==> config.mk <==
export PLATFORM = sky130hd
export DESIGN_NAME = timer_io_top
export DESIGN_NICKNAME = d
export VERILOG_FILES = /design/src/timer_io_pkg.sv /design/src/timer_io_top.sv /design/src/count_tick_gen.sv
export VERILOG_INCLUDE_DIRS = /design/src /design/src/src
export SDC_FILE = /design/constraint.sdc
export NUM_CORES = 1
export LEC_CHECK = 0
export BUFFER_PORTS_ARGS = -buffer_cell sky130_fd_sc_hd__buf_2
export CAP_MARGIN = 20
export CORE_MARGIN = 1
export CORE_UTILIZATION = 55
export DETAILED_ROUTE_END_ITERATION = 10
export PLACE_DENSITY = 0.77
export SYNTH_ARGS = -nofsm -noshare
export SYNTH_HDL_FRONTEND = slang
export SYNTH_SLANG_ARGS = --single-unit
export TNS_END_PERCENT = 20
==> constraint.sdc <==
create_clock -name hclk -period 6.4 [get_ports hclk]
set_clock_uncertainty 0.1 [all_clocks]
set_input_delay 0.96 -clock hclk [delete_from_list [all_inputs] [get_ports hclk]]
set_output_delay 0.96 -clock hclk [all_outputs]
set_load 0.1 [all_outputs]
==> src/timer_io_map.svh <==
// register offsets, field positions and constants for the timer and digital i/o block
`ifndef TIMER_IO_MAP_SVH
`define TIMER_IO_MAP_SVH

`define OFF_CONTROL      12'h000
`define OFF_STATUS       12'h004
`define OFF_COUNT        12'h008
`define OFF_LIMIT        12'h00C
`define OFF_CAPTURE      12'h010
`define OFF_IN0          12'h014
`define OFF_IN1          12'h018
`define OFF_OUT0         12'h01C
`define OFF_OUT1         12'h020
`define OFF_OUTS         12'h024
`define OFF_IRQ_STATUS   12'h028
`define OFF_IRQ_ENABLE   12'h02C
`define OFF_IRQ_CLEAR    12'h030

`define CTL_TASK_LSB     0
`define CTL_TASK_MSB     2
`define CTL_EN_BIT       3
`define CTL_CS_BIT       4
`define CTL_PRE_LSB      5
`define CTL_PRE_MSB      6
`define CTL_MODE_LSB     7
`define CTL_MODE_MSB     8
`define CTL_WIDTH        9
`define CTL_RESET        9'h000

`define ST_EVENT_BIT     0
`define ST_WRAP_BIT      1

`define IRQ_WRAP_BIT     0
`define IRQ_EVENT_BIT    1
`define IRQ_TASK_LSB     2
`define IRQ_TASK_MSB     5
`define IRQ_WIDTH        6

`define PRE_DIV1         8'h00
`define PRE_DIV4         8'h03
`define PRE_DIV16        8'h0F
`define PRE_DIV64        8'h3F

`define TASK_COUNT       4
`define COUNT_RESET      16'h0000
`define LIMIT_RESET      16'hFFFF

`endif

==> src/timer_io_pkg.sv <==
// types shared by the timer and digital i/o block
`default_nettype none
package timer_io_pkg;
    typedef enum logic [2:0] {
        MODE_FREE    = 3'b001,
        MODE_CAP_R   = 3'b010,
        MODE_CAP_F   = 3'b100
    } timer_mode_t;

    typedef enum logic [2:0] {
        BUS_IDLE  = 3'b001,
        BUS_WRITE = 3'b010,
        BUS_READ  = 3'b100
    } bus_state_t;
endpackage : timer_io_pkg
`default_nettype wire

==> src/timer_io_top.sv <==
// 16-bit timer with capture cache and two digital inputs and outputs, on an ahb-lite slave
// Summary of operation
// - status bit 0 is set on a timer event, zero otherwise.
// - non-zero task select clears the event flag automatically.
// - task select zero: reading status clears the event flag.
// - status bit 1 is set on every wrap, in all modes.
// - reading status clears the wrap flag.
// - count is readable and writable at any time, effective immediately.
// - writable 16-bit limit; the counter wraps when it reaches it.
// - capture modes store the latched count in the capture cache.
// - each wrap raises an interrupt; tiny limits can flood software.
// - input state bits read 0 for low, 1 for high.
// - output bit 0 drives low, 1 drives high.
// - combined output register aliases the two single output bits.
// - mode 0 events on wrap; modes 1/2 capture on rising/falling edge.
// - task select 0 schedules nothing, 1 to 4 one of four tasks.
// - clock source internal or input 1; prescale 1, 4, 16, 64.
//
// The register addresses and the AHB-Lite interface to the registers were decided locally.
`default_nettype none
`include "timer_io_map.svh"
module timer_io_top
    import timer_io_pkg::*;
(
    input  wire logic        hclk,
    input  wire logic        hresetn,
    input  wire logic        clk_en,
    input  wire logic        hsel,
    input  wire logic [11:0] haddr,
    input  wire logic [1:0]  htrans,
    input  wire logic        hwrite,
    input  wire logic [2:0]  hsize,
    input  wire logic [31:0] hwdata,
    input  wire logic        hready,
    output logic [31:0]      hrdata,
    output logic             hreadyout,
    output logic             hresp,
    input  wire logic        capture_input_pin,
    input  wire logic        external_count_clock_pin,
    output logic [1:0]       digital_out,
    output logic [3:0]       event_task_strobe,
    output logic             irq
);
    typedef struct packed {
        bus_state_t          bus;
        logic [11:0]         addr;
        logic [`CTL_WIDTH-1:0] ctl;
        logic                timer_event_flag;
        logic                wrap_flag;
        logic [15:0]         count;
        logic [15:0]         limit;
        logic [15:0]         capture;
        logic [1:0]          outs;
        logic [1:0]          in_sync1;
        logic [1:0]          in_sync2;
        logic                cap_prev;
        logic [`IRQ_WIDTH-1:0] irq_stat;
        logic [`IRQ_WIDTH-1:0] irq_en;
        logic [3:0]          task_strobe;
        logic [31:0]         rdata;
    } top_state_t;

    top_state_t  s_q;
    top_state_t  s_d;
    logic        tick;
    logic        wrap;
    logic        cap_edge;
    logic        take_cycle;
    logic [31:0] wdata;
    timer_mode_t mode;
    logic [2:0]  task_sel;

    // bus decode for the read mux; the read side effects compare haddr on their own
    function automatic logic [31:0] read_value(input top_state_t s, input logic [11:0] a);
        logic [31:0] v;
        v = 32'h0000_0000;
        case (a)
            `OFF_CONTROL:    v[`CTL_WIDTH-1:0] = s.ctl;
            `OFF_STATUS:     v[1:0] = {s.wrap_flag, s.timer_event_flag};
            `OFF_COUNT:      v[15:0] = s.count;
            `OFF_LIMIT:      v[15:0] = s.limit;
            `OFF_CAPTURE:    v[15:0] = s.capture;
            `OFF_IN0:        v[0] = s.in_sync2[0];
            `OFF_IN1:        v[0] = s.in_sync2[1];
            `OFF_OUT0:       v[0] = s.outs[0];
            `OFF_OUT1:       v[0] = s.outs[1];
            `OFF_OUTS:       v[1:0] = s.outs;
            `OFF_IRQ_STATUS: v[`IRQ_WIDTH-1:0] = s.irq_stat;
            `OFF_IRQ_ENABLE: v[`IRQ_WIDTH-1:0] = s.irq_en;
            default:         v = 32'h0000_0000;
        endcase
        return v;
    endfunction : read_value

    count_tick_gen u_tick (
        .hclk                     (hclk),
        .hresetn                  (hresetn),
        .clk_en                   (clk_en),
        .run                      (s_q.ctl[`CTL_EN_BIT]),
        .use_external             (s_q.ctl[`CTL_CS_BIT]),
        .prescale_sel             (s_q.ctl[`CTL_PRE_MSB:`CTL_PRE_LSB]),
        .external_count_clock_pin (external_count_clock_pin),
        .tick                     (tick)
    );

    always_comb begin
        case (s_q.ctl[`CTL_MODE_MSB:`CTL_MODE_LSB])
            2'h1: mode = MODE_CAP_R;
            2'h2: mode = MODE_CAP_F;
            default: mode = MODE_FREE;
        endcase
    end

    assign task_sel   = s_q.ctl[`CTL_TASK_MSB:`CTL_TASK_LSB];
    assign take_cycle = hsel && hready && htrans[1];
    assign wdata      = hwdata;
    // wrap when count equals limit on a tick
    assign wrap       = tick && (s_q.count == s_q.limit);

    // capture edge select on synchronised input 0
    always_comb begin
        case (mode)
            MODE_CAP_R: cap_edge = s_q.in_sync2[0] && !s_q.cap_prev;
            MODE_CAP_F: cap_edge = !s_q.in_sync2[0] && s_q.cap_prev;
            default:    cap_edge = 1'b0;
        endcase
    end

    always_comb begin
        logic event_now;
        logic [3:0] strobe;
        s_d = s_q;
        event_now = 1'b0;
        strobe = 4'h0;
        s_d.in_sync1 = {external_count_clock_pin, capture_input_pin};
        s_d.in_sync2 = s_q.in_sync1;
        s_d.cap_prev = s_q.in_sync2[0];
        s_d.rdata = 32'h0000_0000;

        // address phase captured; wait states only while clk_en is low
        if (take_cycle) begin
            s_d.bus  = hwrite ? BUS_WRITE : BUS_READ;
            s_d.addr = haddr;
            if (!hwrite) begin
                s_d.rdata = read_value(s_q, haddr);
            end
        end else if (hready) begin
            s_d.bus = BUS_IDLE;
        end

        // clear on status read, before any new event
        if (take_cycle && !hwrite && haddr == `OFF_STATUS) begin
            s_d.wrap_flag = 1'b0;
            if (task_sel == 3'h0) begin
                s_d.timer_event_flag = 1'b0;
            end
        end

        // counter advance; a software write below overrides it
        if (tick) begin
            s_d.count = wrap ? `COUNT_RESET : s_q.count + 16'h0001;
        end

        if (cap_edge && s_q.ctl[`CTL_EN_BIT]) begin
            s_d.capture = s_q.count;
            event_now = 1'b1;
        end
        // free running mode events on wrap
        if (wrap && mode == MODE_FREE) begin
            event_now = 1'b1;
        end

        if (s_q.timer_event_flag && task_sel != 3'h0) begin
            s_d.timer_event_flag = 1'b0;
            if (task_sel <= 3'h4) begin
                strobe[task_sel[1:0] - 2'h1] = 1'b1;
            end
        end
        s_d.task_strobe = strobe;

        // data phase of a write
        if (s_q.bus == BUS_WRITE) begin
            case (s_q.addr)
                `OFF_CONTROL: s_d.ctl = wdata[`CTL_WIDTH-1:0];
                `OFF_COUNT:   s_d.count = wdata[15:0];
                `OFF_LIMIT:   s_d.limit = wdata[15:0];
                `OFF_CAPTURE: s_d.capture = wdata[15:0];
                // single and combined views share one register
                `OFF_OUT0:    s_d.outs[0] = wdata[0];
                `OFF_OUT1:    s_d.outs[1] = wdata[0];
                `OFF_OUTS:    s_d.outs = wdata[1:0];
                `OFF_IRQ_ENABLE: s_d.irq_en = wdata[`IRQ_WIDTH-1:0];
                `OFF_IRQ_CLEAR:  s_d.irq_stat = s_q.irq_stat & ~wdata[`IRQ_WIDTH-1:0];
                default: ;
            endcase
        end

        if (event_now) begin
            s_d.timer_event_flag = 1'b1;
        end
        if (wrap) begin
            s_d.wrap_flag = 1'b1;
        end
        s_d.irq_stat[`IRQ_WRAP_BIT]  = s_d.irq_stat[`IRQ_WRAP_BIT] | wrap;
        s_d.irq_stat[`IRQ_EVENT_BIT] = s_d.irq_stat[`IRQ_EVENT_BIT] | event_now;
        s_d.irq_stat[`IRQ_TASK_MSB:`IRQ_TASK_LSB] = s_d.irq_stat[`IRQ_TASK_MSB:`IRQ_TASK_LSB] | strobe;
    end

    always_ff @(posedge hclk or negedge hresetn) begin
        if (!hresetn) begin
            s_q <= '0;
            s_q.bus <= BUS_IDLE;
            s_q.ctl <= `CTL_RESET;
            s_q.count <= `COUNT_RESET;
            s_q.limit <= `LIMIT_RESET;
        end else if (clk_en) begin
            s_q <= s_d;
        end
    end

    // clock enable low stalls the bus rather than losing a transfer
    assign hreadyout         = clk_en;
    assign hresp             = 1'b0;
    assign hrdata            = s_q.rdata;
    assign digital_out       = s_q.outs;
    assign event_task_strobe = s_q.task_strobe;
    assign irq               = |(s_q.irq_stat & s_q.irq_en);
endmodule : timer_io_top
`default_nettype wire

==> src/count_tick_gen.sv <==
// count tick source: internal prescaler or rising edge of the external count pin
`default_nettype none
`include "timer_io_map.svh"
module count_tick_gen
    import timer_io_pkg::*;
(
    input  wire logic       hclk,
    input  wire logic       hresetn,
    input  wire logic       clk_en,
    input  wire logic       run,
    input  wire logic       use_external,
    input  wire logic [1:0] prescale_sel,
    input  wire logic       external_count_clock_pin,
    output logic            tick
);
    typedef struct packed {
        logic [7:0] div;
        logic       ext_sync1;
        logic       ext_sync2;
        logic       ext_prev;
    } tick_state_t;

    tick_state_t s_q;
    tick_state_t s_d;
    logic [7:0]  div_end;

    always_comb begin
        case (prescale_sel)
            2'h0: div_end = `PRE_DIV1;
            2'h1: div_end = `PRE_DIV4;
            2'h2: div_end = `PRE_DIV16;
            default: div_end = `PRE_DIV64;
        endcase
    end

    always_comb begin
        s_d = s_q;
        s_d.ext_sync1 = external_count_clock_pin;
        s_d.ext_sync2 = s_q.ext_sync1;
        s_d.ext_prev  = s_q.ext_sync2;
        tick = 1'b0;
        if (!run) begin
            s_d.div = 8'h00;
        end else if (use_external) begin
            tick = s_q.ext_sync2 && !s_q.ext_prev;
        end else if (s_q.div >= div_end) begin
            s_d.div = 8'h00;
            tick = 1'b1;
        end else begin
            s_d.div = s_q.div + 8'h01;
        end
    end

    always_ff @(posedge hclk or negedge hresetn) begin
        if (!hresetn) begin
            s_q <= '0;
        end else if (clk_en) begin
            s_q <= s_d;
        end
    end
endmodule : count_tick_gen
`default_nettype wire

; Word level (Yosys, flattened, before mapping)
; Index checks and enable logic that the tools add are counted.
[totals]
out_inout_bits = 41
input_bits = 57
reg_bits = 140
[op_classes]
order_cmp = 4
n_eq_ne = 29
n_bitwise = 6
addsub = 3
muxes = 42
n_reduce_logical = 39
[ops]
columns = cell, n
row1 = 2-to-1 mux 16 bit, 8
row2 = "equality test 12 x 6 -> 1 bit, second input constant", 8
row3 = "equality test 12 x 5 -> 1 bit, second input constant", 6
row4 = 2-to-1 mux 50 bit, 1
row5 = "equality test 12 x 4 -> 1 bit, second input constant", 4
row6 = zero test 12 bit, 2
row7 = 2-to-1 mux 8 bit, 3
row8 = one-hot mux 4 bit (6 select lines), 1
row9 = one-hot mux 7 bit (3 select lines), 1
row10 = one-hot mux 6 bit (3 select lines), 1
row11 = AND reduction 3 bit, 6
row12 = "adder 16 x 1 -> 16 bit, second input constant", 1
row13 = equality test 16 bit, 1
row14 = bitwise AND 6 bit, 2
row15 = "equality test 12 x 3 -> 1 bit, second input constant", 1
row16 = logical AND 1 bit, 12
row17 = 2-to-1 mux 12 bit, 1
row18 = 2-to-1 mux 6 bit, 2
row19 = one-hot mux 3 bit (4 select lines), 1
row20 = 2-to-1 mux 1 bit, 11
row21 = one-hot mux 1 bit (11 select lines), 1
row22 = 2-to-1 mux 3 bit, 3
row23 = nonzero test 3 bit, 3
row24 = "adder 8 x 1 -> 8 bit, second input constant", 1
row25 = other kinds (27), 42

; Longest topological paths before layout
; Gate-level depths: netlist of the first run.
[depth]
word_depth = 11
ltp_mapped = 10

; Cells and area by module
; Synthesis of the first run repeated with hierarchy kept, for this count alone.
[hier_totals]
cells_unflattened = 718
hier_area_um2 = 6975.4
[modules_own_cells]
columns = mod, area_each_um2, cells_per_inst, instances, seq_area_each_um2
row1 = timer_io_top, 6309.8, 649, 1, 2849.0
row2 = count_tick_gen, 665.6, 69, 1, 275.3

; Worst setup path before layout of the first run
; No wires, ideal clock.
[synth_timing]
path_type = input to register
startpoint = input haddr[5]
endpoint = register s_q[104] (netlist name)
arrival_ps = 2409
path_buffers = 1
stages = 5
slack_ps = 3771
cell_sequence = buf_2 nor4_2 nand3_1 or4b_1 a31o_2
[synth_via]
elab_chain_len = 4
[synth_lines]
columns = item, line
row1 = from (decl), timer_io_top.sv:29  ; input wire logic [11:0] haddr,
row2 = equality test 12 x 3 -> 1 bit, --
row3 = logical AND 1 bit (no source line), --
row4 = nonzero test 3 bit (no source line), --
row5 = AND reduction 3 bit (no source line), --
row6 = to (decl), timer_io_top.sv:63  ; top_state_t s_q;
; No other way between the ends.
; A chain may end at the register's enable or synchronous reset.

; Final worst setup path of the first run
[layout_timing]
startpoint = register s_q[111] (netlist name)
endpoint = register s_q[88] (netlist name)
[layout_via]
elab_chain_len = 11
word_cells_on_any_way = 13
classes_between = 1 x order compare / 2 x eq/ne / 8 x mux / 2 x reduce/logical
[layout_lines]
columns = item, line
row1 = "equality test 2 bit, or another cell as far along", count_tick_gen.sv:28  ; case (prescale_sel)
row2 = one-hot mux 6 bit (3 select lines) *, count_tick_gen.sv:28
row3 = >= comparator 8 x 6 -> 1 bit *, count_tick_gen.sv:46  ; end else if (s_q.div >= div_end) begin
row4 = 2-to-1 mux 1 bit *, count_tick_gen.sv:46
row5 = 2-to-1 mux 1 bit *, count_tick_gen.sv:44  ; end else if (use_external) begin
row6 = 2-to-1 mux 1 bit *, count_tick_gen.sv:42  ; if (!run) begin
row7 = logical AND 1 bit, timer_io_top.sv:118  ; assign wrap = tick && (s_q.count == s_q.limit);
row8 = 2-to-1 mux 16 bit, timer_io_top.sv:161  ; s_d.count = wrap ? `COUNT_RESET : s_q.count + 16'h0001;
row9 = 2-to-1 mux 16 bit *, timer_io_top.sv:160  ; if (tick) begin
row10 = 2-to-1 mux 16 bit, timer_io_top.sv:183  ; case (s_q.addr)
row11 = 2-to-1 mux 50 bit *, timer_io_top.sv:182  ; if (s_q.bus == BUS_WRITE) begin
; Mark *: on every way between the ends. The rest lies on a longest branch, timed or not.

==> results of run 1 <==
[through the flow]
step           util [%]  instances  area (µm²)  worst slack [ps]
6_report           62.4        903        7530              2710
5_1_grt            62.4        903        7530              2600
4_1_cts            62.4        902        7520              2790
3_5_place_dp       57.9        870        6980              2510
3_3_place_gp       57.9        870        6980              2580
2_1_floorplan         -        718        6920              3770
[logic make-up after synthesis]
logic type | count (synthesis) | share of synthesized area, %
XOR/XNOR | 18 | 2.30
adder cells (fa/ha/maj) | 10 | 1.82
AND/OR/NAND/NOR | 255 | 18.2
buffers and inverters | 97 | 7.81
multiplexers | 42 | 6.99
AO/OA/AOI/OAI | 157 | 18.0
other | 1 | 0.0547
flip-flops | 122 | 44.8
[area by class of cell]
cell class | count | area (µm²) | share of cell area (%)
Multi-Input combinational cell | 499 | 3310 | 43.9
Sequential cell | 122 | 3070 | 40.8
Clock buffer | 29 | 500 | 6.65
Timing Repair Buffer | 63 | 325 | 4.32
Tap cell | 168 | 210 | 2.79
Inverter | 19 | 71.3 | 0.947
Clock inverter | 3 | 40.0 | 0.532
[power by group]
| group | internal, µW | total (µW) | leakage, µW | switching (µW) |
|---|---|---|---|---|
| Combinational | 41.2 | 165 | 0.00166 | 124 |
| Clock | 563 | 891 | 0.000264 | 328 |
| Sequential | 799 | 828 | 0.00158 | 28.3 |
[sequential cells by signal (all words and copies together), names as in the netlist]
register,count
hrdata,16
u_tick.s_q,9
digital_out,2
s_q,88
s_d,3
event_task_strobe,4
[routing by layer]
metal | GRT usage [%] | vias to the layer above | share of wire [%]
li1 | - | 2562 | -
met1 | 42.3 | 2778 | 42
met2 | 43.3 | 335 | 45
met3 | 6.80 | 54 | 9.9
met4 | 14.6 | 0 | 3.4
met5 | 0 | - | 0
[worst min path at each step]
stage / endpoint / depth (start not counted) / start
floorplan: s_q[50] / 2 / s_d[50]
global placement: s_q[128] / 1 / s_q[128]
detailed placement: hrdata[11] / 1 / hrdata[11]
CTS: hrdata[11] / 1 / hrdata[11]
global route: hrdata[10] / 1 / hrdata[10]
finish: hrdata[11] / 1 / hrdata[11]
[worst reg2reg max path, stage by stage, from the launching register on]
cell                        delay, ps
sky130_fd_sc_hd__dfrtp_1          440
sky130_fd_sc_hd__nand2_1          110
sky130_fd_sc_hd__ha_1             330
sky130_fd_sc_hd__a2111oi_0        910
sky130_fd_sc_hd__nand2b_1         190
sky130_fd_sc_hd__o211ai_1         930
sky130_fd_sc_hd__nand2_1          230
sky130_fd_sc_hd__o221a_2          340
[placed cells by master, fill, tap and decap left out, drive strengths merged, types with 4 or more instances in the layout]
master,n
o31ai,4
clkbuf,29
o311ai,6
nand2b,4
nand4,13
inv,19
xnor2,18
a22o,9
o221a,17
ha,10
o2bb2ai,12
nor2,55
a31oi,7
buf,63
a21oi,17
conb,17
dfstp,17
or2,5
and3,9
a221oi,4
a22oi,6
dfrtp,105
nor4,6
o211ai,13
mux2,37
o21ai,26
mux2i,4
nand3,24
nor3,9
nand2,101
nor2b,7
nand3b,5
a222oi,10
==> reports/qor_table.md, run 1 <==
| Item | This run | Unit |
|:---|:---|:---|
| H-tree depth | 4 | - |
| Pre-antenna DRT Iters | 6 | - |
| Power, Total | 1880 | µW |
| Placer's final routability congestion estimate | 0.922 | - |
| Critical-path cell with the highest stage delay | sky130_fd_sc_hd__o211ai_1 | - |
| Outcome | finished clean | - |
| Area enclosed by the die boundary | 0.0129 | mm² |
| Library cell with the highest instance count after synthesis | sky130_fd_sc_hd__dfrtp_1 | - |
| TritonCTS sink count | 122 | - |
| Largest area contributor in the synthesized netlist | sky130_fd_sc_hd__dfrtp_1 | - |
| Portion of the post-synthesis area used by sequential elements | 44.8 | % |
| Critical register-to-register path startpoint | s_q[111] | - |
| Count of pins over their slew limit | 0 | - |
| DP Wirelength | 12.5 | mm |
| Number of warnings issued by yosys | 0 | - |
| Total global routing track utilization | 29.9 | % |
| Transition at the pin with the smallest max-transition slack | 1170 | ps |
| Number of cells on the worst reg-to-reg path | 7 | - |
| CP top delay family | compound AO/OA/AOI/OAI gates | - |
| Kind of start point of the critical path | flop | - |
| Clk Tree Root Cell | sky130_fd_sc_hd__clkbuf_16 | - |
| Slowest Stage Delay on Critical Path | 930 | ps |
| Average cell area after synthesis | 9.77 | µm² |
| Sum Neg Setup Slack | 0 | ps |
| Critical path depth in cells | 7 | - |
| Worst R2R End | s_q[88] | - |
| Final number of setup-violating endpoints | 0 | - |
| Layout net count | 789 | - |
| Clock transition at the registers of the reported paths | 60 | ps |
| Internal reg-to-reg setup slack | 2710 | ps |
| Number of antenna violations at the first check in global routing | 0 | - |
| Clock tree from TritonCTS | yes | - |
| Buffers and inverters on the worst path | 0 | - |
| Pin count of the biggest net entering global routing | 79 | - |
| Lkg Pwr | 0.00350 | µW |
| Clk buf depth | 2 | - |
| Cell Rows | 40 | - |
| Area share of the largest cell type after synthesis | 38.3 | % |
| Fill cell count | 957 | - |
| Critical path required time | 6620 | ps |
| Via count of the first global-routing pass | 5447 | - |
| RSZ-0062 raised after global routing | false | - |
| Synth top area cells | sky130_fd_sc_hd__dfrtp_1 (38%), sky130_fd_sc_hd__dfstp_2 (6.5%), sky130_fd_sc_hd__mux2_2 (6.1%) | - |
| Crit path cell chain | nand2_1 -> ha_1 -> a2111oi_0 -> nand2b_1 -> o211ai_1 -> nand2_1 -> o221a_2 | - |
| Count of nets left with antenna violations after detail routing | 0 | - |
| Wire per inst | 20.2 | µm |
| Type of the tightest min-delay check | flop to flop | - |
| CTS-repair resized insts | 0 | - |
| Number of max-capacitance violations reported | 0 | - |
| Detail-routed via count per cell | 6.34 | - |
| Post-CTS repair timing setup buffer count | 0 | - |
| Input/output buffers | 60 | - |
| Diode insertion count for antenna repair | 0 | - |
| Crit Path Max Fanout | 13 | - |
| Launching instance or port of the critical path | s_q[111] | - |
| Hold buffer count at CTS | 0 | - |
| Layout overhead on the synthesized area | 9.80 | % |
| Post-Synthesis Cell Area | 0.00686 | mm² |
| Max-slew headroom | 21.4 | % |
| Maximum vdd drop | 0.151 | mV |
| Total CTS buffers | 17 | - |
| Final wirelength | 18.3 | mm |
| Share of layout cells above drive strength 1 | 23.7 | % |
| Dominant synthesized flop cell | sky130_fd_sc_hd__dfrtp_1 | - |
| Number of flops mapped to enable cells by yosys | 0 | - |
| Remaining Overflow, GRT | 0 | - |
| Most prevalent standard cell on the critical path | sky130_fd_sc_hd__nand2_1 | - |
| Critical Path Sink Type | flop | - |
| Gate count after technology mapping | 702 | - |
| Fin. Hold Viols | 0 | - |
| Post-detailed-route DRC marker count | 0 | - |
| Critical path capture point | s_q[88] | - |
| Fraction of registers with async set/reset | 100 | % |
| Clk Latency, worst-skew pair | 430 | ps |
| Floorplan core area | 0.0121 | mm² |
| Count of vias placed by the detailed router | 5729 | - |
| Ports placed on the boundary | 98 | - |
| Number of design-rule violations left by the first detailed-router iteration | 794 | - |
| Fmax achieved | 0.271 | GHz |
| Classification of the worst setup path | flop to flop | - |
| Worst hold margin | 376 | ps |
| Initial standard-cell utilization of the core | 56.9 | % |
| Final worst path period need | 3690 | ps |
| Netlist cell types | 72 | - |
| DIE WIDTH | 114 | µm |
| Die height | 114 | µm |
| First-pass GRT wire length | 29.0 | mm |
| Power density over cell area | 250 | mW/mm² |
| Cell types with the highest counts after synthesis | sky130_fd_sc_hd__dfrtp_1 (105), sky130_fd_sc_hd__nand2_1 (101), sky130_fd_sc_hd__nor2_1 (53) | - |
| Number of register bits inferred by synthesis | 122 | - |
| Period utilisation layout | 57.6 | % |
| Data arrival at the endpoint of the critical path | 3900 | ps |
Power figures use the tool's default switching activity.
==> inputs of run 2 (changes only) <==
--- a/config.mk
+++ b/config.mk
@@ -9,9 +9,9 @@
 export BUFFER_PORTS_ARGS = -buffer_cell sky130_fd_sc_hd__buf_2
 export CAP_MARGIN = 20
 export CORE_MARGIN = 1
-export CORE_UTILIZATION = 55
+export CORE_UTILIZATION = 52
 export DETAILED_ROUTE_END_ITERATION = 10
-export PLACE_DENSITY = 0.77
+export PLACE_DENSITY = 0.76
 export SYNTH_ARGS = -nofsm -noshare
 export SYNTH_HDL_FRONTEND = slang
 export SYNTH_SLANG_ARGS = --single-unit
==> constraint.sdc (replaced) <==
create_clock -name hclk -period 3 [get_ports hclk]
set_clock_uncertainty 0.1 [all_clocks]
set_input_delay 0.45 -clock hclk [delete_from_list [all_inputs] [get_ports hclk]]
set_output_delay 0.45 -clock hclk [all_outputs]
set_load 0.1 [all_outputs]
==> run 2 against run 1 <==
  * Combinational power up 120%
  * Clock power increased by 140%
  * Fmax rose by 29%
  * Global-route usage decreased by 0.35 points
  * Sequential power increased by 110%
  * First-iteration DRC count fell by 3.1%
  * Cell area up 3.4%
  * Wire length increased by 2.7%
  * Critical path depth grew 2
  * Power is 120% higher
  * Largest power group unchanged
==> reports/qor_table.md, run 2 (same netlist as run 1, synthesis figures left out) <==
| Item | This run | Unit | vs previous |
|:---|:---|:---|:---|
| Total global routing track utilization | 29.5 | % | was 29.9% |
| Worst hold margin | 132 | ps | was 376 ps |
| Crit Path Max Fanout | 4 | - | was 13 |
| Kind of start point of the critical path | flop | - | unchanged |
| Critical-path cell with the highest stage delay | sky130_fd_sc_hd__o311ai_1 | - | was sky130_fd_sc_hd__o211ai_1 |
| Remaining Overflow, GRT | 0 | - | unchanged |
| Critical path required time | 3200 | ps | was 6620 ps |
| Sum Neg Setup Slack | 0 | ps | unchanged |
| Number of antenna violations at the first check in global routing | 0 | - | unchanged |
| Post-detailed-placement cell area | 0.00716 | mm² | was 0.00698 mm² |
| Number of design-rule violations left by the first detailed-router iteration | 769 | - | was 794 |
| Buffers and inverters on the worst path | 1 | - | was 0 |
| Die height | 117 | µm | was 114 µm |
| Wire per inst | 20.2 | µm | about the same |
| Count of nets left with antenna violations after detail routing | 0 | - | unchanged |
| Lkg Pwr | 0.00365 | µW | was 0.00350 µW |
| Layout net count | 811 | - | was 789 |
| Power, Total | 4230 | µW | was 1880 µW |
| Initial standard-cell utilization of the core | 53.9 | % | was 56.9% |
| Post-detailed-route DRC marker count | 0 | - | unchanged |
| Final setup slack of the worst path | 138 | ps | was 2710 ps |
| HP Start | haddr[10] | - | was hrdata[11] |
| Final number of setup-violating endpoints | 0 | - | unchanged |
| DIE WIDTH | 117 | µm | was 114 µm |
| Number of cells on the worst reg-to-reg path | 9 | - | was 7 |
| Critical register-to-register path startpoint | s_q[110] | - | was s_q[111] |
| Data arrival at the endpoint of the critical path | 3060 | ps | was 3900 ps |
| Placer's final routability congestion estimate | 0.973 | - | was 0.922 |
| Layout overhead on the synthesized area | 13.5 | % | was 9.80% |
| Most common library cell in the layout ignoring fill and taps | sky130_fd_sc_hd__dfrtp_1 | - | unchanged |
| CP top delay family | compound AO/OA/AOI/OAI gates | - | unchanged |
| First-pass GRT wire length | 29.9 | mm | was 29.0 mm |
| Max-slew headroom | 41.5 | % | was 21.4% |
| Fmax achieved | 0.349 | GHz | was 0.271 GHz |
| Number of max-capacitance violations reported | 0 | - | unchanged |
| Area enclosed by the die boundary | 0.0137 | mm² | was 0.0129 mm² |
| Most frequent cells in the layout | sky130_fd_sc_hd__dfrtp_1 (105), sky130_fd_sc_hd__nand2_1 (101), sky130_fd_sc_hd__buf_2 (59), sky130_fd_sc_hd__nor2_1 (53), sky130_fd_sc_hd__mux2_2 (37) | - | unchanged |
| Floorplan core area | 0.0127 | mm² | was 0.0121 mm² |
| Maximum vdd drop | 0.440 | mV | was 0.151 mV |
| Via count of the first global-routing pass | 5590 | - | was 5447 |
| Cell Rows | 41 | - | was 40 |
| Final wirelength | 18.8 | mm | was 18.3 mm |
| Outcome | finished clean | - | unchanged |
| Pin count of the biggest net entering global routing | 75 | - | was 79 |
| Pre-antenna DRT Iters | 6 | - | unchanged |
| Clk Tree Root Cell | sky130_fd_sc_hd__clkbuf_16 | - | unchanged |
| Transition at the pin with the smallest max-transition slack | 875 | ps | was 1170 ps |
| Slowest Stage Delay on Critical Path | 430 | ps | was 930 ps |
| H-tree depth | 4 | - | unchanged |
| RSZ-0062 raised after global routing | false | - | unchanged |
| Input/output buffers | 60 | - | unchanged |
| Critical Path Sink Type | flop | - | unchanged |
| Finished layout cell area | 0.00778 | mm² | was 0.00753 mm² |
| Clock transition at the registers of the reported paths | 50 | ps | was 60 ps |
| Largest register by flop count | s_q | - | unchanged |
| Diode insertion count for antenna repair | 0 | - | unchanged |
| Final worst path period need | 2860 | ps | was 3690 ps |
| Worst slack at placement | 189 | ps | was 2510 ps |
| Clk Latency, worst-skew pair | 430 | ps | about the same |
| Max reg flops | 88 | - | unchanged |
| Count of vias placed by the detailed router | 5812 | - | was 5729 |
| Share of layout cells above drive strength 1 | 26.6 | % | was 23.7% |
| Clk buf depth | 2 | - | unchanged |
| Multi-input gate area | 0.00331 | mm² | unchanged |
| Fin. Hold Viols | 0 | - | unchanged |
| Fill cell count | 1073 | - | was 957 |
| Total CTS buffers | 17 | - | unchanged |
| Worst R2R End | s_q[92] | - | was s_q[88] |
| Count of pins over their slew limit | 0 | - | unchanged |
| CTS-repair resized insts | 0 | - | unchanged |
| DP Wirelength | 13.1 | mm | was 12.5 mm |
| TritonCTS sink count | 122 | - | unchanged |
| Detail-routed via count per cell | 6.26 | - | was 6.34 |
| Classification of the worst setup path | flop to flop | - | unchanged |
| Clock tree from TritonCTS | yes | - | unchanged |
| Worst hold path endpoint | s_q[124] | - | was hrdata[11] |
| Sequential standard cell area | 0.00307 | mm² | unchanged |
| Crit path cell chain | or2_2 -> inv_1 -> ha_1 -> nor2b_1 -> o211a_1 -> o311ai_1 -> a21oi_1 -> a311o_1 -> a21boi_0 | - | was nand2_1 -> ha_1 -> a2111oi_0 -> nand2b_1 -> o211ai_1 -> nand2_1 -> o221a_2 |
| Power density over cell area | 543 | mW/mm² | was 250 mW/mm² |
| Number of stages on the worst hold path | 3 | - | was 1 |
| Period utilisation layout | 95.4 | % | was 57.6% |
| Ports placed on the boundary | 98 | - | unchanged |
| Internal reg-to-reg setup slack | 140 | ps | was 2710 ps |
| Type of the tightest min-delay check | input pin to flop | - | was flop to flop |
## run 2: changes by cell type in the layout (fill, tap and decap cells not counted), sizes merged
cell         previous run  this run
buf                    63        84
bufinv                  1         3
clkbuf                 29        24
clkinv                  2         4
clkinvlp                0         1
dlygate4sd3             0         1
## run 2: per-layer routing
| metal | routed length [µm] | track usage, % | vias to the layer above |
|---|---|---|---|
| met4 | 451 | 11.6 | 0 |
| met2 | 8800 | 46.9 | 320 |
| met1 | 7810 | 39.4 | 2836 |
| met3 | 1720 | 6.80 | 41 |
| met5 | 0 | 0 | - |
| li1 | - | - | 2615 |
## run 2: cell type report
cell class	instances	share of cell area (%)
clock inverter	8	1.51
multi-input combinational	499	42.5
timing repair buffer	85	6.49
sequential	122	39.5
inverter	19	0.916
clock buffer	24	6.32
tap	172	2.76
## run 2: repair_timing
action                                 in CTS  in global routing
buffers inserted                            0                  1
setup endpoints to repair                   0                  3
hold buffers                                1                  0
endpoints found under the hold margin      38                  0
## run 2: worst min-delay path, delay by kind of cell
family	cells	cell delay, ps
buffers and inverters	1	90
AND/OR/NAND/NOR	2	90
## run 2: worst max-delay path by stage
stage,start,end,depth (start not counted),slack [ps]
floorplan,s_q[110],s_q[94],10,420
global placement,s_q[110],s_q[96],10,260
detailed placement,s_q[110],s_q[92],9,190
CTS,s_q[110],s_q[93],8,150
global route,s_q[110],s_q[92],9,0.05
finish,s_q[110],s_q[92],9,140
## run 2: power by group
| part | internal, µW | switching, µW | total, µW |
|---|---|---|---|
| clock network | 1390 | 714 | 2100 |
| registers | 1710 | 59.0 | 1760 |
| logic | 94.7 | 267 | 362 |
## run 2: per-stage QoR
stage	utilization, %	instances
3_3_place_gp	56.3	895
3_5_place_dp	56.3	895
6_report	61.2	929
4_1_cts	61.1	928
5_1_grt	61.2	929
2_1_floorplan	-	718
==> inputs of run 3 (changes only) <==
--- a/config.mk
+++ b/config.mk
@@ -11,6 +11,7 @@
 export CORE_MARGIN = 1
 export CORE_UTILIZATION = 52
 export DETAILED_ROUTE_END_ITERATION = 10
+export MAX_ROUTING_LAYER = met4
 export PLACE_DENSITY = 0.76
 export SYNTH_ARGS = -nofsm -noshare
 export SYNTH_HDL_FRONTEND = slang
==> run 3 against run 2 <==
  * Core utilization rose by 0.82 points
  * Global-route usage rose by 1.4 points
  * Power is 5.9% higher
  * Final cell count is 0.43% higher
  * Non-clock buffer count grew 4
  * Via count increased by 2.2%
  * Critical endpoint is now s_q[96]
  * Highest routed layer unchanged
==> reports/qor_table.md, run 3 (same netlist as run 1, synthesis figures left out) <==
| Item | This run | Unit | vs previous |
|:---|:---|:---|:---|
| Finished layout cell area | 0.00789 | mm² | was 0.00778 mm² |
| Die height | 117 | µm | unchanged |
| Post-detailed-route DRC marker count | 0 | - | unchanged |
| Classification of the worst setup path | flop to flop | - | unchanged |
| Clk buf depth | 2 | - | unchanged |
| Kind of start point of the critical path | flop | - | unchanged |
| HP Start | haddr[1] | - | was haddr[10] |
| Area enclosed by the die boundary | 0.0137 | mm² | unchanged |
| Most common library cell in the layout ignoring fill and taps | sky130_fd_sc_hd__dfrtp_1 | - | unchanged |
| Maximum vdd drop | 0.451 | mV | was 0.440 mV |
| Count of pins over their slew limit | 0 | - | unchanged |
| Multi-input gate area | 0.00332 | mm² | was 0.00331 mm² |
| Sequential standard cell area | 0.00307 | mm² | unchanged |
| Critical Path Sink Type | flop | - | unchanged |
| Layout overhead on the synthesized area | 15.0 | % | was 13.5% |
| First-pass GRT wire length | 30.4 | mm | was 29.9 mm |
| Launching instance or port of the critical path | s_q[110] | - | unchanged |
| DP Wirelength | 13.4 | mm | was 13.1 mm |
| Largest register by flop count | s_q | - | unchanged |
| Detail-routed via count per cell | 6.36 | - | was 6.26 |
| Count of vias placed by the detailed router | 5937 | - | was 5812 |
| Power, Total | 4480 | µW | was 4230 µW |
| Data arrival at the endpoint of the critical path | 3040 | ps | was 3060 ps |
| Total global routing track utilization | 31.0 | % | was 29.5% |
| Fmax achieved | 0.354 | GHz | was 0.349 GHz |
| Number of antenna violations at the first check in global routing | 0 | - | unchanged |
| Pin count of the biggest net entering global routing | 55 | - | was 75 |
| Global-route track usage on met1 | 38.5 | % | was 39.4% |
| Cell Rows | 41 | - | unchanged |
| Total CTS buffers | 17 | - | unchanged |
| Final worst path period need | 2830 | ps | was 2860 ps |
| Share of layout cells above drive strength 1 | 27.3 | % | was 26.6% |
| Grt peak-use layer | met2 | - | unchanged |
| Post-detailed-placement cell area | 0.00719 | mm² | was 0.00716 mm² |
| Placer's final routability congestion estimate | 0.997 | - | was 0.973 |
| Critical path required time | 3210 | ps | was 3200 ps |
| Final wirelength | 19.1 | mm | was 18.8 mm |
| DIE WIDTH | 117 | µm | unchanged |
| Period utilisation layout | 94.3 | % | was 95.4% |
| Diode insertion count for antenna repair | 0 | - | unchanged |
| Remaining Overflow, GRT | 0 | - | unchanged |
| TritonCTS sink count | 122 | - | unchanged |
| Number of design-rule violations left by the first detailed-router iteration | 755 | - | was 769 |
| Met2 GRT Util | 47.7 | % | was 46.9% |
| Outcome | finished clean | - | unchanged |
| Clock tree from TritonCTS | yes | - | unchanged |
| Fill cell count | 1101 | - | was 1073 |
| Final number of setup-violating endpoints | 0 | - | unchanged |
| Max reg flops | 88 | - | unchanged |
| Clk Latency, worst-skew pair | 430 | ps | about the same |
| Max-slew headroom | 42.9 | % | was 41.5% |
| Crit Path Max Fanout | 5 | - | was 4 |
| Pre-antenna DRT Iters | 6 | - | unchanged |
| Global-route track usage on met3 | 8.29 | % | was 6.80% |
| Via count of the first global-routing pass | 5818 | - | was 5590 |
| Transition at the pin with the smallest max-transition slack | 853 | ps | was 875 ps |
| Number of max-capacitance violations reported | 0 | - | unchanged |
| H-tree depth | 4 | - | unchanged |
| Layout net count | 815 | - | was 811 |
| Input/output buffers | 60 | - | unchanged |
| Final core utilization | 62.0 | % | was 61.2% |
| Wire per inst | 20.5 | µm | was 20.2 µm |
| Count of nets left with antenna violations after detail routing | 0 | - | unchanged |
| Clock transition at the registers of the reported paths | 60 | ps | was 50 ps |
| Type of the tightest min-delay check | input pin to flop | - | unchanged |
| Power density over cell area | 567 | mW/mm² | was 543 mW/mm² |
| RSZ-0062 raised after global routing | false | - | unchanged |
| Floorplan core area | 0.0127 | mm² | unchanged |
| Initial standard-cell utilization of the core | 53.9 | % | unchanged |
| Clk Tree Root Cell | sky130_fd_sc_hd__clkbuf_16 | - | unchanged |
| Most frequent cells in the layout | sky130_fd_sc_hd__dfrtp_1 (105), sky130_fd_sc_hd__nand2_1 (101), sky130_fd_sc_hd__buf_2 (59), sky130_fd_sc_hd__nor2_1 (53), sky130_fd_sc_hd__mux2_2 (37) | - | unchanged |
| Lkg Pwr | 0.00370 | µW | was 0.00365 µW |
| Critical register-to-register path startpoint | s_q[110] | - | unchanged |
| Ports placed on the boundary | 98 | - | unchanged |
| Fin. Hold Viols | 0 | - | unchanged |
| Sum Neg Setup Slack | 0 | ps | unchanged |
## run 3: worst paths after layout
path	end	slack (ps)	cells after the start
min in group asynchronous	s_q[115]	470	2
max	s_q[96]	170	10
max in group asynchronous	s_q[84]	1530	3
min reg2reg	hrdata[8]	380	1
min	s_q[115]	130	3
max reg2reg	s_q[96]	170	10
## run 3: metrics by stage
stage | setup slack [ps] | hold slack (ps) | instances
global placement | 277 | 362 | 899
global route | 28.7 | 133 | 933
finish | 172 | 126 | 933
detailed placement | 224 | 368 | 899
CTS | 116 | 117 | 932
floorplan | 416 | 54.4 | 718
## run 3: final cells by class
cell class / instances / area share (%)
multi-input cells: 499 / 42.0
well taps: 172 / 2.73
inverters: 19 / 0.904
flip-flops and latches: 122 / 39.0
clock inverters: 12 / 2.78
clock buffers: 20 / 5.79
repair buffers: 89 / 6.79
## run 3: critical path, stage by stage (launching register included)
cell                       delay [ps]
sky130_fd_sc_hd__dfrtp_1          430
sky130_fd_sc_hd__or2_2            330
sky130_fd_sc_hd__inv_1             60
sky130_fd_sc_hd__ha_1             230
sky130_fd_sc_hd__nor2b_1          140
sky130_fd_sc_hd__o211a_1          220
sky130_fd_sc_hd__o311a_1          360
sky130_fd_sc_hd__o211ai_1         320
sky130_fd_sc_hd__buf_4            210
sky130_fd_sc_hd__nor4_1            60
sky130_fd_sc_hd__a211o_1          230
## run 3: repair_timing
item | in CTS | in global routing
hold buffers | 1 | 0
endpoints found under the hold margin | 39 | 0
endpoints found under the setup margin | 0 | 6
resized for setup | 0 | 1
buffers inserted | 0 | 1
## run 3: power by group
group	leakage, µW	internal (µW)	switching [µW]
Sequential	0.00158	1700	59.9
Clock	0.000326	1600	752
Combinational	0.00179	95.6	267
## run 3: routing by layer
metal / part of all wire, % / wire length (µm)
met1: 41 / 7790
met5: 0 / 0
met2: 47 / 8910
met4: 3.4 / 653
met3: 9.1 / 1740
